**src/lbce_regs.svh**
```systemverilog
`ifndef LBCE_REGS_SVH
`define LBCE_REGS_SVH

// Instruction codes; the edge and latch codes are the documented function
// codes, the remaining ones are free encodings of this executor.
`define LBCE_OP_SCAN_END 7'h01
`define LBCE_OP_IL_START 7'h02
`define LBCE_OP_IL_CLEAR 7'h03
`define LBCE_OP_LATCH 7'h0B
`define LBCE_OP_RISE 7'h0D
`define LBCE_OP_FALL 7'h0E
`define LBCE_OP_LOAD 7'h60
`define LBCE_OP_LOAD_NOT 7'h61
`define LBCE_OP_AND 7'h62
`define LBCE_OP_AND_NOT 7'h63
`define LBCE_OP_OR 7'h64
`define LBCE_OP_OR_NOT 7'h65
`define LBCE_OP_AND_BLK 7'h66
`define LBCE_OP_OR_BLK 7'h67
`define LBCE_OP_OUT 7'h68
`define LBCE_OP_OUT_NOT 7'h69
`define LBCE_OP_FLAGS_LD 7'h6A

// Bit memory layout: addresses at and above the base are retentive.
`define LBCE_RET_BASE 8'hC0
`define LBCE_NORM_BITS 192
`define LBCE_RET_BITS 64
`define LBCE_RET_IDX_W 6
`define LBCE_EDGE_SLOTS 16
`define LBCE_FLAG_BITS 4

`endif

```
**src/lbce_pkg.sv**
```systemverilog
package lbce_pkg;

  // One program step as handed over by the scan sequencer.
  typedef struct packed {
    logic [6:0] code;
    logic [7:0] addr;
    logic [3:0] slot;
  } lbce_instr_t;

endpackage

```
**src/lbce_executor.sv**
```systemverilog
// Contract
// Block combine merges two conditions, AND/OR.
// Output write copies condition to bit.
// Inverted output writes inverse of condition.
// Each edge instance stores its previous condition.
// Rising pulse sets bit on OFF-to-ON.
// Rising pulse clears bit when previous ON.
// Falling pulse sets bit on ON-to-OFF.
// Falling pulse clears bit when previous OFF.
// Latch sets on set input, holds set.
// Latch clears on reset input, holds clear.
// Latch keeps state inside inactive interlock.
// Holding/auxiliary latched bits survive power loss.
// Latch leaves arithmetic flags unchanged.
// Inactive interlock forces output targets OFF.
// Inactive interlock freezes edge previous conditions.
// Set and reset together: reset wins.
// One instruction per cycle, results seen immediately.
`include "lbce_regs.svh"

module lbce_executor
  import lbce_pkg::*;
#(
  parameter int STK_DEPTH = 8
)
(
  input wire logic CLOCK,
  input wire logic RSTN,
  input wire logic INSTR_VALID,
  input wire lbce_instr_t INSTR,
  input wire logic [7:0] RD_ADDR,
  output logic RD_DATA,
  output logic COND,
  output logic IL_ACTIVE,
  output logic [`LBCE_FLAG_BITS-1:0] FLAGS,
  output logic DONE
);

  // Reads one bit of the split memory; the top quarter is retentive.
  function automatic logic rd_bit(input logic [7:0] a,
                                  input logic [`LBCE_NORM_BITS-1:0] n,
                                  input logic [`LBCE_RET_BITS-1:0] r);
    logic v;
    v = 1'b0;
    if (a >= `LBCE_RET_BASE)
      v = r[a[`LBCE_RET_IDX_W-1:0]];
    else
      v = n[a];
    return v;
  endfunction

  logic cond_r, cond_nxt;
  logic [STK_DEPTH-1:0] stk_r, stk_nxt;
  logic il_r, il_nxt;
  logic [`LBCE_FLAG_BITS-1:0] flags_r, flags_nxt;
  logic [`LBCE_NORM_BITS-1:0] bits_r, bits_nxt;
  logic [`LBCE_RET_BITS-1:0] ret_r, ret_nxt;
  logic [`LBCE_EDGE_SLOTS-1:0] prev_r, prev_nxt;
  logic rd_r, rd_nxt;
  logic done_r, done_nxt;
  logic opnd;
  logic wr_en;
  logic wr_val;
  logic prev_c;

  // Executes one instruction per clock; memory is updated at the edge so
  // the next instruction of the scan already sees the new value.
  always_comb
  begin
    cond_nxt = cond_r;
    stk_nxt = stk_r;
    il_nxt = il_r;
    flags_nxt = flags_r;
    bits_nxt = bits_r;
    ret_nxt = ret_r;
    prev_nxt = prev_r;
    wr_en = 1'b0;
    wr_val = 1'b0;
    opnd = rd_bit(INSTR.addr, bits_r, ret_r);
    prev_c = prev_r[INSTR.slot];
    done_nxt = INSTR_VALID;
    if (INSTR_VALID)
    begin
      case (INSTR.code)
        `LBCE_OP_LOAD, `LBCE_OP_LOAD_NOT:
        begin
          // The old condition is pushed as the next one to be used.
          stk_nxt = {stk_r[STK_DEPTH-2:0], cond_r};
          cond_nxt = (INSTR.code == `LBCE_OP_LOAD) ? opnd : ~opnd;
        end
        `LBCE_OP_AND:
          cond_nxt = cond_r & opnd;
        `LBCE_OP_AND_NOT:
          cond_nxt = cond_r & ~opnd;
        `LBCE_OP_OR:
          cond_nxt = cond_r | opnd;
        `LBCE_OP_OR_NOT:
          cond_nxt = cond_r | ~opnd;
        `LBCE_OP_AND_BLK:
        begin
          cond_nxt = cond_r & stk_r[0];
          stk_nxt = {1'b0, stk_r[STK_DEPTH-1:1]};
        end
        `LBCE_OP_OR_BLK:
        begin
          cond_nxt = cond_r | stk_r[0];
          stk_nxt = {1'b0, stk_r[STK_DEPTH-1:1]};
        end
        `LBCE_OP_OUT:
        begin
          wr_en = 1'b1;
          wr_val = il_r ? 1'b0 : cond_r;
        end
        `LBCE_OP_OUT_NOT:
        begin
          wr_en = 1'b1;
          wr_val = il_r ? 1'b0 : ~cond_r;
        end
        `LBCE_OP_RISE:
        begin
          // Not executed at all while the interlock holds.
          if (!il_r)
          begin
            wr_en = 1'b1;
            wr_val = ~prev_c & cond_r;
            prev_nxt[INSTR.slot] = cond_r;
          end
        end
        `LBCE_OP_FALL:
        begin
          if (!il_r)
          begin
            wr_en = 1'b1;
            wr_val = prev_c & ~cond_r;
            prev_nxt[INSTR.slot] = cond_r;
          end
        end
        `LBCE_OP_LATCH:
        begin
          // Set comes from the stacked condition, reset from the current.
          stk_nxt = {1'b0, stk_r[STK_DEPTH-1:1]};
          if (!il_r)
          begin
            wr_en = 1'b1;
            if (cond_r)
              wr_val = 1'b0;
            else if (stk_r[0])
              wr_val = 1'b1;
            else
              wr_val = opnd;
          end
        end
        `LBCE_OP_IL_START:
          il_nxt = il_r | ~cond_r;
        `LBCE_OP_IL_CLEAR:
          il_nxt = 1'b0;
        `LBCE_OP_FLAGS_LD:
          flags_nxt = INSTR.addr[`LBCE_FLAG_BITS-1:0];
        `LBCE_OP_SCAN_END:
        begin
          stk_nxt = '0;
          il_nxt = 1'b0;
        end
        default:
          done_nxt = 1'b1;
      endcase
    end
    if (wr_en)
    begin
      if (INSTR.addr >= `LBCE_RET_BASE)
        ret_nxt[INSTR.addr[`LBCE_RET_IDX_W-1:0]] = wr_val;
      else
        bits_nxt[INSTR.addr] = wr_val;
    end
    rd_nxt = rd_bit(RD_ADDR, bits_nxt, ret_nxt);
  end

  // Working state; cleared at power-up.
  always_ff @(posedge CLOCK or negedge RSTN)
  begin
    if (!RSTN)
    begin
      cond_r <= 1'b0;
      stk_r <= '0;
      il_r <= 1'b0;
      flags_r <= '0;
      bits_r <= '0;
      prev_r <= '0;
      rd_r <= 1'b0;
      done_r <= 1'b0;
    end
    else
    begin
      cond_r <= cond_nxt;
      stk_r <= stk_nxt;
      il_r <= il_nxt;
      flags_r <= flags_nxt;
      bits_r <= bits_nxt;
      prev_r <= prev_nxt;
      rd_r <= rd_nxt;
      done_r <= done_nxt;
    end
  end

  // Retentive area has no reset on purpose: it models backed-up memory,
  // so its content after first power-on is undefined until written.
  always_ff @(posedge CLOCK)
  begin
    ret_r <= ret_nxt;
  end

  assign RD_DATA = rd_r;
  assign COND = cond_r;
  assign IL_ACTIVE = il_r;
  assign FLAGS = flags_r;
  assign DONE = done_r;

  // Helper copies of the last instruction and its inputs for checking.
  logic h_v_r;
  logic [6:0] h_code_r;
  logic [7:0] h_addr_r;
  logic h_cond_r, h_il_r, h_prev_r, h_stk_r, h_old_r;
  logic [`LBCE_FLAG_BITS-1:0] h_flags_r;
  logic [$clog2(`LBCE_EDGE_SLOTS)-1:0] h_slot_r;
  logic h_now;

  always_ff @(posedge CLOCK or negedge RSTN)
  begin
    if (!RSTN)
    begin
      h_v_r <= 1'b0;
      h_code_r <= '0;
      h_addr_r <= '0;
      h_cond_r <= 1'b0;
      h_il_r <= 1'b0;
      h_prev_r <= 1'b0;
      h_stk_r <= 1'b0;
      h_old_r <= 1'b0;
      h_flags_r <= '0;
      h_slot_r <= '0;
    end
    else
    begin
      h_v_r <= INSTR_VALID;
      h_code_r <= INSTR.code;
      h_addr_r <= INSTR.addr;
      h_cond_r <= cond_r;
      h_il_r <= il_r;
      h_prev_r <= prev_c;
      h_stk_r <= stk_r[0];
      h_old_r <= opnd;
      h_flags_r <= flags_r;
      h_slot_r <= INSTR.slot;
    end
  end

  assign h_now = rd_bit(h_addr_r, bits_r, ret_r);
endmodule // lbce_executor

```
**config.mk**
```make
export PLATFORM = sky130hd
export DESIGN_NAME = lbce_executor
export DESIGN_NICKNAME = d
export VERILOG_FILES = /design/src/lbce_pkg.sv /design/src/lbce_executor.sv
export VERILOG_INCLUDE_DIRS = /design/src
export SDC_FILE = /design/constraint.sdc
export NUM_CORES = 1
export LEC_CHECK = 0
export ABC_AREA = 0
export BUFFER_PORTS_ARGS = -buffer_cell sky130_fd_sc_hd__clkbuf_2
export CORE_AREA = 4 4 208 210
export DETAILED_ROUTE_END_ITERATION = 12
export DIE_AREA = 0 0 212 214
export GPL_ROUTABILITY_DRIVEN = 1
export SLEW_MARGIN = 20
export SYNTH_ARGS = -nofsm -noshare
export SYNTH_HDL_FRONTEND = slang
export SYNTH_SLANG_ARGS = --single-unit
```
**constraint.sdc**
```tcl
create_clock -name CLOCK -period 4.3 [get_ports CLOCK]
set_clock_uncertainty 0.05 [all_clocks]
set_input_delay 0.215 -clock CLOCK [delete_from_list [all_inputs] [get_ports CLOCK]]
set_output_delay 0.215 -clock CLOCK [all_outputs]
set_load 0.05 [all_outputs]
```
==> run_results.csv <==
group,metric,value,unit
run_status,status,"finished, final reports clean",
routing,post_drt_wl_per_cell,31.0,um
placement,gp_congestion,1.04,
worst_setup_path,crit_buf_inv,3,
worst_setup_path,setup.worst_path.start_class,"flip-flop",
global_routing,antenna_found_initial,1,
finish,nets,2131,
synth,synth_nets,1902,
sta,setup_violations,0,
routing,ant_nets,0,
sta,slew_headroom,34.1,%
clock_tree,numCtsBuffers,36,
synth,synth_edf_count,0,
routing,vias_per_cell,6.79,
clock_tree,cts_max_path_buffers,3,
synth,synth_area_per_cell,9.24,um^2
finish,layout-drive-gt1-share,26.7,%
placement,hpwl,60900,um
sta,fin_setup_tns,0,ps
min_path,hold_path_class,"in -> reg",
sta,min_period_over_period,99.3,%
sta,slew_violations,0,
placement,place_ws,-598,ps
power,total_power,6.59,mW
synth,async_flop_share,77.8,%
clock_tree,root_buffer,"clkbuf_16",
floorplan,die_w,212,um
worst_setup_path,path_delay_family,"compound AO/OA/AOI/OAI gates",
routing,dr.pass1.iters,6,
global_routing,grt_first_pass_wirelength,120000,um
finish,fill_cells,3932,
worst_setup_path,cpPeakStageDelay,500,ps
sta,post-route-min-period,4270,ps
sta,setup_ws,30.9,ps
synth,synth-warning-count,0,
worst_setup_path,critPathMaxFanout,15,
worst_setup_path,cp.arrival,4680,ps
sta,fmaxAchievable,234,MHz
placement,io_buffers,37,
min_path,hold_path_depth,3,
worst_setup_path,r2r-end,"RD_DATA$_DFF_PN0_",
min_path,min_from,"INSTR[15]",
floorplan,coreArea,0.0416,mm^2
worst_setup_path,setup.worst_path.class,"reg -> reg",
routing,drc,0,
global_routing,first_global_vias,17200,
power,p_per_area,309,mW/mm^2
clock_tree,htreeDepth,2,
power,ir_worst_vdd,255,uV
synth,synthFlopType,"dfrtp_1",
placement,dp.cells,2600,
sta,tightest_slew,986,ps
synth,syn-cell-area,0.0173,mm^2
global_routing,overflow,0,
synth,synthCells,1872,
worst_setup_path,r2r_setup_slack,30,ps
synth,synth.top_cell.area_share,32.4,%
clock_tree,cts_tree,"done",
worst_setup_path,r2r_start,"bits_r[126]$_DFF_PN0_",
floorplan,pin_count,38,
sta,fin_hold_ws,21.2,ps
routing,routed_wl,82800,um
clock_tree,clock_latency,570,ps
job,maxCapViolCount,0,
synth,synth_area_leader_cell,"dfrtp_1",
worst_setup_path,cp-end-kind,"flip-flop",
worst_setup_path,crit_required,4710,ps
synth,synth_seq_cells,288,
routing,drtIter0Drc,2517,
clock_tree,cts_sinks,288,
worst_setup_path,reg2regPathDepth,16,
floorplan,die_area,0.0454,mm^2
floorplan,die_h,214,um
synth,ys_seq_area_share,39.8,%
global_routing,grt_usage,35.6,%
finish,area_delta_synth_final,23.2,%
floorplan,row_count,75,
min_path,whs_endpoint,"IL_ACTIVE$_DFFE_PN0P_",
floorplan,start_util,41.6,%
sta,finalHoldViolations,0,
synth,synth.area.top_cells,"dfrtp_1 32%, o31ai_1 8.7%, o21ai_0 7.6%",
finish,layoutNonFillerInstCount,2668,
routing,vias,18100,
global_routing,grt_start_max_net_pins,121,
clock_tree,clkSlewWorstSetupHoldPaths,70,ps
worst_setup_path,crit_path_frequent_cell,"buf_4",
worst_setup_path,slowest_stage,"mux4_2",
synth,ys_types,82,
power,p_leak,8.79,nW
worst_setup_path,path_cells,"mux4_2 > a311o_1 > o21bai_1 > o32a_1 > a211oi_2 > buf_4 > nor2_2 > nand2_2 > buf_4 > buf_12 > o31ai_1 > a311oi_1 > nand3_1 > nor3_2 > a211oi_1 > and4_1",
==> area by class of cell <==
class	instances	area [um^2]	area share (%)
multi-input cells	1387	9620	45.2
flip-flops and latches	288	6890	32.3
repair buffers	375	2960	13.9
clock buffers	55	1050	4.94
well taps	539	674	3.16
clock inverters	10	62.6	0.294
inverters	13	48.8	0.229
diodes	1	2.50	0.0117
==> sequential cells by signal (all words and copies together) (netlist names) <==
register	cells
bits_r	192
ret_r	64
prev_r	16
stk_r	8
FLAGS	4
COND	1
DONE	1
IL_ACTIVE	1
RD_DATA	1
==> placed cells by master, fill, tap and decap left out, drive strengths merged, types with 17 or more instances in the layout <==
cell and instances:
or3 17, a31oi 17, o21ai 266, mux4 44, a22oi 42, dfxtp 64
o22ai 31, nand3 29, nor2 120, dfrtp 224, a21oi 33, buf 338
mux2 45, mux2i 67, nor3 40, clkbuf 90, o31ai 201, nor2b 23
o311ai 27, nand2 173, nand2b 22
==> synthesized netlist by cell type (all sizes together) (29+ instances only) <==
cell type and n:
a21oi 33, dfrtp 224, nand3 29, o22ai 31, buf 49, nor3 40
dfxtp 64, nand2 173, o21ai 266, clkbuf 135, mux4 44, o31ai 201
mux2i 67, a22oi 42, mux2 45, nor2 120
==> through the flow <==
stage,area [um^2],util [%]
floorplan,17300,-
global placement,20000,48.2
detailed placement,20000,48.2
CTS,21200,51.0
global route,21300,51.3
finish,21300,51.3
==> worst reg2reg max path: stages (launching register included) <==
cell	delay [ps]
dfrtp_1	410
mux4_2	500
a311o_1	350
o21bai_1	160
o32a_1	390
a211oi_2	320
buf_4	180
nor2_2	40
nand2_2	100
buf_4	170
buf_12	180
o31ai_1	130
a311oi_1	380
nand3_1	160
nor3_2	330
a211oi_1	100
and4_1	210
==> cells by family after synthesis <==
group           count (synthesis)  synth area share [%]
simple gates                  474                  12.7
flops                         288                  39.8
xor+xnor                        2                 0.101
buf+inv                       197                  5.41
compound gates                755                  29.4
mux                           156                  12.5
==> layer usage <==
metal  GRT usage (%)  share of wire, %  vias up
met5               0             0.024        -
met3            7.85                11      301
li1                -                 -     7726
met4            19.3               6.5        2
met2            51.1                42     1218
met1            50.0                41     8878
==> report_power, final <==
group	total [mW]	leakage [nW]	switching, mW	internal (mW)
registers	2.73	3.64	0.0134	2.71
logic	0.901	4.61	0.620	0.281
clock network	2.96	0.546	1.27	1.70
==> worst max path at each step <==
stage	from	end	slack, ps	cells past startpoint
finish	bits_r[126]$_DFF_PN0_	RD_DATA$_DFF_PN0_	30	16
global route	bits_r[190]$_DFF_PN0_	RD_DATA$_DFF_PN0_	-2	16
floorplan	INSTR[4]	RD_DATA$_DFF_PN0_	480	19
global placement	INSTR[16]	RD_DATA$_DFF_PN0_	-600	16
CTS	bits_r[190]$_DFF_PN0_	RD_DATA$_DFF_PN0_	30	16
detailed placement	INSTR[16]	RD_DATA$_DFF_PN0_	-600	16
==> what timing repair did <==
action / in CTS / in global routing
hold buffers: 2 / 0
resized for setup: 4 / 26
endpoints found under the setup margin: 1 / 1
hold endpoints to repair: 119 / 0
pin swaps: 0 / 5
buffers inserted: 0 / 2
(Power assumes the default switching activity.)
